==> config.mk <==
export PLATFORM = sky130hd
export DESIGN_NAME = cpu_clock_mode_select
export DESIGN_NICKNAME = d
export VERILOG_FILES = /design/src/design/clkmode_pkg.sv /design/src/design/cpu_clock_mode_select.sv /design/src/design/clock_phase_gen.sv /design/src/design/phase_timer.sv
export SDC_FILE = /design/constraint.sdc
export NUM_CORES = 1
export LEC_CHECK = 0
export ABC_AREA = 1
export BUFFER_PORTS_ARGS = -buffer_cell sky130_fd_sc_hd__buf_2
export CORE_AREA = 5 5 109 111
export DETAILED_ROUTE_END_ITERATION = 16
export DIE_AREA = 0 0 114 116
export GPL_TIMING_DRIVEN = 0
export PLACE_DENSITY = 0.78
export SYNTH_ARGS = -nofsm -noshare
export SYNTH_HDL_FRONTEND = slang
export SYNTH_SLANG_ARGS = --single-unit
export TNS_END_PERCENT = 50
==> constraint.sdc <==
create_clock -name MCLK -period 3.76 [get_ports MCLK]
set_input_delay 0.564 -clock MCLK [delete_from_list [all_inputs] [get_ports MCLK]]
set_output_delay 0.564 -clock MCLK [all_outputs]
set_load 0.02 [all_outputs]
==> src/design/clkmode_pkg.sv <==
/*
  Constants and types for the CPU clock mode block.
  Assumes an APB slave with 8-bit byte addresses and 32-bit data.
*/
package clkmode_pkg;

  // APB shape
  localparam int AW = 8;
  localparam int DW = 32;

  // Register byte offsets
  localparam logic [AW-1:0] OFS_LATCH  = 8'h00;
  localparam logic [AW-1:0] OFS_STATUS = 8'h04;
  localparam logic [AW-1:0] OFS_CTRL   = 8'h08;
  localparam logic [AW-1:0] OFS_TCL    = 8'h0C;
  localparam logic [AW-1:0] OFS_PAIR   = 8'h10;
  localparam logic [AW-1:0] OFS_EDGES  = 8'h14;

  // Latch layout: mode field in bits 7..5
  localparam int LATCH_W   = 8;
  localparam int MODE_MSB  = 7;
  localparam int MODE_LSB  = 5;
  localparam logic [LATCH_W-1:0] LATCH_RST = 8'h00;

  // Status bits
  localparam int ST_DIRECT  = 0;
  localparam int ST_PLL_OFF = 1;
  localparam int ST_CPU_CLK = 2;
  localparam int ST_VALID   = 3;

  // Control bits and reset value
  localparam int CTRL_W      = 2;
  localparam int CTRL_STROBE = 0;
  localparam int CTRL_CLR    = 1;
  localparam logic [CTRL_W-1:0] CTRL_RST = 2'h1;

  // Phase measurement width
  localparam int PH_W = 16;

  localparam logic [DW-1:0] ZERO_WORD = 32'h0000_0000;

  typedef enum logic {
    MODE_DIRECT,
    MODE_PRESCALE
  } clk_mode_t;

  typedef struct packed {
    logic [AW-1:0] addr;
    logic          write;
    logic [DW-1:0] wdata;
  } apb_req_t;

  typedef struct packed {
    logic [PH_W-1:0] clock_phase_time;
    logic [PH_W-1:0] pair;
    logic [PH_W-1:0] edges;
  } phase_meas_t;

endpackage : clkmode_pkg

==> src/design/cpu_clock_mode_select.sv <==
/*
  CPU clock mode select: latches the reset configuration from the
  upper port-0 byte during a long hardware reset, generates the CPU
  clock in direct or prescaler mode, and reports state over APB.
  Assumes all inputs are synchronous to MCLK and that LONG_RESET is
  a level held for at least one MCLK edge.
*/
// Behaviour
// - Clock mode comes from bits 7..5 of the reset configuration latch.
// - Long hardware reset loads the latch from the upper port-0 byte pins.
// - Mode top bit zero: PLL off, CPU clock follows oscillator directly.
// - Mode top bit one: CPU clock is oscillator divided by two.
// - Either CPU clock edge may start work; edge spacing is the phase time.
// - Prescaler mode: each phase lasts exactly one oscillator period.
// - Direct mode: phases follow duty cycle; two phases span one period.
`timescale 1ns/1ps
`default_nettype none
module cpu_clock_mode_select
  import clkmode_pkg::*;
(
  input  wire logic          MCLK,
  input  wire logic          RST_N,
  // Long hardware reset level and configuration pins
  input  wire logic          LONG_RESET,
  input  wire logic [7:0]    PORT0_UPPER_BYTE,
  input  wire logic          OSC_IN,
  // APB slave
  input  wire logic          PSEL,
  input  wire logic          PENABLE,
  input  wire logic          PWRITE,
  input  wire logic [AW-1:0] PADDR,
  input  wire logic [DW-1:0] PWDATA,
  output logic [DW-1:0]      PRDATA,
  output logic               PREADY,
  output logic               PSLVERR,
  // Clock results
  output logic               CPU_CLK,
  output logic               PHASE_EDGE,
  output logic               PLL_DISABLE,
  output logic               DIRECT_MODE,
  output logic               MODE_VALID
);

  ////////////////////////////////////////////////////////////////////
  // Configuration capture

  typedef enum logic [1:0] {
    CAP_WAIT,
    CAP_LOAD,
    CAP_HELD
  } cap_state_t;

  cap_state_t         cap_reg;
  cap_state_t         cap_next;
  logic [LATCH_W-1:0] reset_config_latch_reg;
  logic [LATCH_W-1:0] reset_config_latch_next;

  // Capture sequence: any long reset reloads, otherwise hold
  always_comb begin
    cap_next = cap_reg;
    case (cap_reg)
      CAP_WAIT: begin
        if (LONG_RESET) begin
          cap_next = CAP_LOAD;
        end
      end
      CAP_LOAD: begin
        if (!LONG_RESET) begin
          cap_next = CAP_HELD;
        end
      end
      CAP_HELD: begin
        if (LONG_RESET) begin
          cap_next = CAP_LOAD;
        end
      end
      default: cap_next = CAP_WAIT;
    endcase
  end

  // Pins are sampled on clock edges, never under the async reset;
  // the value of the last edge with LONG_RESET high is kept
  assign reset_config_latch_next = LONG_RESET ? PORT0_UPPER_BYTE
                                              : reset_config_latch_reg;

  always_ff @(posedge MCLK or negedge RST_N) begin
    if (!RST_N) begin
      cap_reg                <= CAP_WAIT;
      reset_config_latch_reg <= LATCH_RST;
    end else begin
      cap_reg                <= cap_next;
      reset_config_latch_reg <= reset_config_latch_next;
    end
  end

  ////////////////////////////////////////////////////////////////////
  // Mode decode

  // Only the top bit of the field matters; the lower two are ignored
  wire [MODE_MSB-MODE_LSB:0] mode_field =
    reset_config_latch_reg[MODE_MSB:MODE_LSB];
  wire       mode_top = mode_field[MODE_MSB-MODE_LSB];
  clk_mode_t mode;
  assign mode = mode_top ? MODE_PRESCALE : MODE_DIRECT;

  // Clock stays low until a configuration has been latched
  wire clk_run = (cap_reg == CAP_HELD);

  ////////////////////////////////////////////////////////////////////
  // Control register and APB decode

  logic [CTRL_W-1:0] ctrl_reg;
  logic [CTRL_W-1:0] ctrl_next;
  apb_req_t          req;

  assign req.addr  = PADDR;
  assign req.write = PWRITE;
  assign req.wdata = PWDATA;

  wire setup    = PSEL & ~PENABLE;
  wire access   = PSEL & PENABLE & PREADY;
  wire hit_lat  = req.addr == OFS_LATCH;
  wire hit_st   = req.addr == OFS_STATUS;
  wire hit_ctl  = req.addr == OFS_CTRL;
  wire hit_tcl  = req.addr == OFS_TCL;
  wire hit_pair = req.addr == OFS_PAIR;
  wire hit_edg  = req.addr == OFS_EDGES;
  wire mapped   = hit_lat | hit_st | hit_ctl | hit_tcl | hit_pair | hit_edg;
  // Only the control word is writable; latch is read only
  wire wr_ok    = hit_ctl;
  wire bad      = req.write ? ~wr_ok : ~mapped;
  wire ctl_wr   = access & req.write & hit_ctl;

  // Clear bit is self-clearing: it acts once per write of one
  assign ctrl_next = ctl_wr ? req.wdata[CTRL_W-1:0]
                            : (ctrl_reg & ~(CTRL_W'(1) << CTRL_CLR));

  always_ff @(posedge MCLK or negedge RST_N) begin
    if (!RST_N) begin
      ctrl_reg <= CTRL_RST;
    end else begin
      ctrl_reg <= ctrl_next;
    end
  end

  ////////////////////////////////////////////////////////////////////
  // Clock generation and phase measurement

  logic        cpu_clk_w;
  logic        edge_w;
  logic        strobe_w;
  phase_meas_t meas;

  clock_phase_gen u_gen (
    .clk        (MCLK),
    .rst_n      (RST_N),
    .run        (clk_run),
    .mode       (mode),
    .osc_in     (OSC_IN),
    .strobe_en  (ctrl_reg[CTRL_STROBE]),
    .cpu_clk    (cpu_clk_w),
    .edge_pulse (edge_w),
    .strobe     (strobe_w)
  );

  phase_timer #(
    .W (PH_W)
  ) u_timer (
    .clk        (MCLK),
    .rst_n      (RST_N),
    .clr        (ctrl_reg[CTRL_CLR]),
    .edge_pulse (edge_w),
    .tcl_reg    (meas.clock_phase_time),
    .pair_reg   (meas.pair),
    .edges_reg  (meas.edges)
  );

  ////////////////////////////////////////////////////////////////////
  // Read data and status

  logic [DW-1:0] status_w;
  logic [DW-1:0] rdata_w;

  // Status word built bit by bit; unused bits read as zero
  always_comb begin
    status_w             = ZERO_WORD;
    // Gated like the pins, so nothing claims a mode before a capture
    status_w[ST_DIRECT]  = clk_run & (mode == MODE_DIRECT);
    status_w[ST_PLL_OFF] = clk_run & (mode == MODE_DIRECT);
    status_w[ST_CPU_CLK] = cpu_clk_w;
    status_w[ST_VALID]   = clk_run;
  end

  // Read mux; narrow fields sit in the low bits
  always_comb begin
    rdata_w = ZERO_WORD;
    if (hit_lat) begin
      rdata_w = DW'(reset_config_latch_reg);
    end else if (hit_st) begin
      rdata_w = status_w;
    end else if (hit_ctl) begin
      rdata_w = DW'(ctrl_reg);
    end else if (hit_tcl) begin
      rdata_w = DW'(meas.clock_phase_time);
    end else if (hit_pair) begin
      rdata_w = DW'(meas.pair);
    end else if (hit_edg) begin
      rdata_w = DW'(meas.edges);
    end
  end

  ////////////////////////////////////////////////////////////////////
  // Registered APB answer: ready in the first access cycle

  // Answer computed in setup so every APB output is a flop
  always_ff @(posedge MCLK or negedge RST_N) begin
    if (!RST_N) begin
      PREADY  <= 1'b0;
      PSLVERR <= 1'b0;
      PRDATA  <= ZERO_WORD;
    end else begin
      PREADY  <= setup;
      PSLVERR <= setup & bad;
      PRDATA  <= (setup & ~req.write & mapped) ? rdata_w : ZERO_WORD;
    end
  end

  ////////////////////////////////////////////////////////////////////
  // Clock result outputs

  // Status pins are registered; they set only after a capture and clear when a long reset starts
  always_ff @(posedge MCLK or negedge RST_N) begin
    if (!RST_N) begin
      PLL_DISABLE <= 1'b0;
      DIRECT_MODE <= 1'b0;
      MODE_VALID  <= 1'b0;
    end else begin
      PLL_DISABLE <= clk_run & (mode == MODE_DIRECT);
      DIRECT_MODE <= clk_run & (mode == MODE_DIRECT);
      MODE_VALID  <= clk_run;
    end
  end

  // These come straight from flops inside the generator
  assign CPU_CLK    = cpu_clk_w;
  assign PHASE_EDGE = strobe_w;

endmodule : cpu_clock_mode_select
`default_nettype wire

==> src/design/clock_phase_gen.sv <==
/*
  CPU clock generator: direct drive or 2:1 prescale of the
  oscillator input. Assumes OSC_IN is sampled synchronously to clk,
  so clk must run well above the oscillator rate.
*/
`timescale 1ns/1ps
`default_nettype none
module clock_phase_gen
  import clkmode_pkg::*;
(
  input  wire logic      clk,
  input  wire logic      rst_n,
  input  wire logic      run,
  input  wire clk_mode_t mode,
  input  wire logic      osc_in,
  input  wire logic      strobe_en,
  output logic           cpu_clk,
  output logic           edge_pulse,
  output logic           strobe
);

  logic osc_q;
  logic cpu_next;
  wire  osc_rise = osc_in & ~osc_q;
  wire  changed  = cpu_next != cpu_clk;

  // Next CPU clock level; held low while not running
  always_comb begin
    case (mode)
      MODE_DIRECT:   cpu_next = osc_in;
      MODE_PRESCALE: cpu_next = cpu_clk ^ osc_rise;
      default:       cpu_next = 1'b0;
    endcase
    if (!run) begin
      cpu_next = 1'b0;
    end
  end

  // Every CPU clock edge closes one clock phase
  always_ff @(posedge clk or negedge rst_n) begin
    if (!rst_n) begin
      osc_q      <= 1'b0;
      cpu_clk    <= 1'b0;
      edge_pulse <= 1'b0;
      strobe     <= 1'b0;
    end else begin
      osc_q      <= osc_in;
      cpu_clk    <= cpu_next;
      edge_pulse <= changed;
      strobe     <= changed & strobe_en;
    end
  end

endmodule : clock_phase_gen
`default_nettype wire

==> src/design/phase_timer.sv <==
/*
  Measures the length of each CPU clock phase and of the last two
  phases together, in clk cycles. Assumes one edge pulse per phase.
*/
`timescale 1ns/1ps
`default_nettype none
module phase_timer
  import clkmode_pkg::*;
#(
  parameter int W = PH_W
) (
  input  wire logic          clk,
  input  wire logic          rst_n,
  input  wire logic          clr,
  input  wire logic          edge_pulse,
  output logic [W-1:0]       tcl_reg,
  output logic [W-1:0]       pair_reg,
  output logic [W-1:0]       edges_reg
);

  logic [W-1:0] cnt_reg;
  // Saturate so a stopped clock does not wrap to a short phase
  wire          sat    = &cnt_reg;
  wire  [W-1:0] len    = sat ? cnt_reg : W'(cnt_reg + 1'b1);
  wire  [W:0]   pair_w = {1'b0, len} + {1'b0, tcl_reg};

  always_ff @(posedge clk or negedge rst_n) begin
    if (!rst_n) begin
      cnt_reg   <= '0;
      tcl_reg   <= '0;
      pair_reg  <= '0;
      edges_reg <= '0;
    end else if (clr) begin
      cnt_reg   <= '0;
      tcl_reg   <= '0;
      pair_reg  <= '0;
      edges_reg <= '0;
    end else if (edge_pulse) begin
      cnt_reg   <= '0;
      tcl_reg   <= len;
      pair_reg  <= pair_w[W] ? '1 : pair_w[W-1:0];
      edges_reg <= W'(edges_reg + 1'b1);
    end else if (!sat) begin
      cnt_reg   <= W'(cnt_reg + 1'b1);
    end
  end

endmodule : phase_timer
`default_nettype wire

==> parameters.txt <==
Parameter                              Value

Global routing
  Global routing usage summed across all routing layers ... 0.230
  Global-route congestion overflow total ... 0
  Maximum number of pins on one net before global-route repair ... around 70
  Antenna violations before repair ... 0
  Global-route wire length before repair ... 24000 um
  Number of global-route vias before repair ... 4971

Yosys
  Yosys reg bits ... 100
  Count leader, synth ... nand2_1
  Library cells used by synthesis ... 46
  Share of the yosys chip area belonging to registers ... 0.422
  Number of enable flip-flop cells after synthesis ... 0
  Most frequent cells after synthesis ... nand2_1 (232), inv_1 (101), dfrtp_1 (99)
  Area share of the largest cell type after synthesis ... 0.418
  Cell type contributing the most total cell area after synthesis ... dfrtp_1
  Syn Area/Cell ... between 7 and 8 sq um
  Area of the mapped netlist ... ~5900 sq um
  Post-synth ARST share ... 1.00
  Synthesized instance count ... 799
  Synth top area cells ... dfrtp_1 (42%), nand2_1 (15%), inv_1 (6.4%)
  Warnings, synthesis ... 0
  Primary flip-flop cell chosen by synthesis mapping ... dfrtp_1

Power
  Power share of the clock group ... 0.273
  Internal power contribution ... around 1.8 mW
  Proportion of total power due to net switching ... 0.359
  Max VDD drop ... 468 uV
  Share of power burned in registers ... 0.463
  Switching power summed over all nets ... 1.01 mW
  Pwr/cell area ... around 420 nW/um^2
  Combinational share of power ... 0.264
  Leakage power summed over all cells ... 3.60 nW

CTS
  TritonCTS clock tree ... built
  CTS HTree Levels ... 3
  Root cell of the clock tree ... clkbuf_8
  Skew-Pair Late Insertion Delay ... a little under 400 ps
  Bufs on Longest Clock Path ... 2
  Number of clock buffers inserted by TritonCTS ... 9
  Clock tree sinks ... 100
  Clk slew on worst S/H paths ... around 110 ps

Detailed routing
  Routed length per placed instance ... 13.8 um
  Number of detailed-routing iterations run before antenna repair ... 5
  Total wirelength of the detailed-routed design ... about 14000 um
  DRC Markers ... 0
  Via/cell ratio ... 5.14
  Initial drt markers ... ~360
  Antenna Violating Nets Remaining ... 0
  Via Count ... around 5200

STA
  Skew final ... 13.4 ps
  Tcrit/Tclk final ... 0.906
  Worst slack on hold paths ... 95.3 ps
  Setup ws final ... 353 ps
  Final hold violation count ... 0
  Clock period minus worst slack ... approximately 3400 ps
  Worst Max-Slew Pin Slew ... about 650 ps
  Finish-stage setup viols ... 0
  Max-slew violation count ... 0
  Maximum frequency from static timing analysis ... 293 MHz
  Setup TNS ... 0 ps
  Setup repair after global routing missed its margin ... false
  Relative slew slack ... 0.564

Placed design
  Placed cell count ... approximately 1000
  Input/output buffers ... 46
  Placement Setup Slack ... 307 ps
  Placer's final routability congestion estimate ... ~1.0
  DP HPWL ... roughly 11000 um
  Total cell area at the placement stage ... about 6400 sq um

Die
  Starting density of the core ... 0.554
  Count of boundary I/O pins ... 94
  Core outline area ... between 10000 and 15000 sq um
  Floorplan die height ... 116 um
  Std cell rows ... 38
  Area enclosed by the die boundary ... between 10000 and 15000 sq um
  Die width ... 114 um

Worst setup path
  Arr. time, crit path ... 3720 ps
  Count of cells along the worst register-to-register path ... 17
  Sort of element at the start of the critical path ... register
  Critical path origin ... u_timer.cnt_reg[0]$_DFF_PN0_
  Required time reported for the critical path endpoint ... roughly 4100 ps
  Critical setup path kind ... register to register
  Worst Path Max Fanout ... 9
  Crit path capture type ... register
  Startpoint of the lowest-slack register-to-register path ... u_timer.cnt_reg[0]$_DFF_PN0_

Layout
  Area added between synthesis and finish ... 12.0%
  Final instance count without filler cells ... between 1000 and 1500
  Fraction of layout instances using a drive strength above 1 ... 0.151
  Final net count ... around 950
  Antenna fix cells ... 0
  Area of all placed cells without fillers ... around 6600 sq um

Outcome
  Outcome ... finished, final reports clean

Flow run
  Number of max-cap violations ... 0

Hold path
  Worst hold path class ... input port to asynchronous set/reset pin
## repair_timing
item                                    4_1_cts  5_1_grt
endpoints found under the setup margin        0        9
hold buffers                                  0        0
resized for setup                             0        2
setup buffers                                 0        0
## path summary, 6_finish.rpt
check | end | slack, ps
min reg2reg | reset_config_latch_reg[2]$_DFFE_PN0P_ | 480
max in group asynchronous | ctrl_reg[0]$_DFFE_PN1P_ | 2950
min | u_timer.pair_reg[0]$_DFFE_PN0P_ | 100
max | u_timer.pair_reg[7]$_DFFE_PN0P_ | 350
min in group MCLK | u_gen.osc_q$_DFF_PN0_ | 290
max reg2reg | u_timer.pair_reg[7]$_DFFE_PN0P_ | 350
## final cells by class
cell class | instances | area (sq um)
Fill cell | 964 | 4060
Multi-Input combinational cell | 570 | 2870
Sequential cell | 100 | 2500
Inverter | 113 | 427
Timing Repair Buffer | 47 | 260
Buffer | 31 | 193
Tap cell | 140 | 175
Clock buffer | 9 | 124
Clock inverter | 7 | 90.1
## kinds of logic after synthesis
kind of cell,Yosys count,share of synthesized area
other,1,0.000632
XOR/XNOR,18,0.0266
flip-flops,100,0.422
AND/OR/NAND/NOR,397,0.296
adder cells (fa/ha/maj),20,0.0435
buffers and inverters,144,0.104
AO/OA/AOI/OAI,119,0.106
## layer usage
metal,GRT usage,wire (um),vias to the layer above
li1,-,-,2640
met1,0.328,6550,2406
met3,0.0423,894,28
met2,0.350,6220,153
met4,0.0903,374,0
met5,0,0,-
## placed cells by master, fill, tap and decap left out, drive strengths merged, types with 3 or more instances in the layout
cell type  Yosys  final
nand3         38     38
nand4         11     11
or2            4      4
conb           1     16
nor2          83     83
o21bai         3      3
ha            19     19
dfrtp         99     99
a21oi         45     45
o22ai          5      5
clkbuf         9     18
inv          112    118
nor3          15     15
xor2          16     16
buf           22     69
o21ai         61     61
nand2        240    240
## power by group through the flow
stage / logic (mW) / registers, mW / clock network, mW
after floorplan: 0.553 / 1.30 / 0
after global placement: 0.710 / 1.32 / 0
after detailed placement: 0.727 / 1.32 / 0
after CTS: 0.731 / 1.30 / 0.784
after global routing: 0.859 / 1.32 / 0.831
final: 0.743 / 1.30 / 0.768
## worst max-delay path, cell delays in order, from the launching register on
cell     delay (ps)
dfrtp_1         470
ha_1            240
nand2_1          80
nor2_1          190
nand2_1         170
inv_1           100
nand4_2         180
xor2_1          270
ha_1            220
inv_1            60
fa_1            450
o21ai_2         240
nand2_1          80
nand2_1         130
nand2_1          80
nand2_2         150
o21ai_0         120
o21ai_0         110
## metrics by stage
| step | power (mW) | utilization |
|---|---|---|
| floorplan | 1.85 | - |
| global placement | 2.03 | 0.598 |
| detailed placement | 2.05 | 0.600 |
| CTS | 2.81 | 0.620 |
| global route | 3.01 | 0.621 |
| finish | 2.81 | 0.621 |
(Power assumes the default switching activity.)
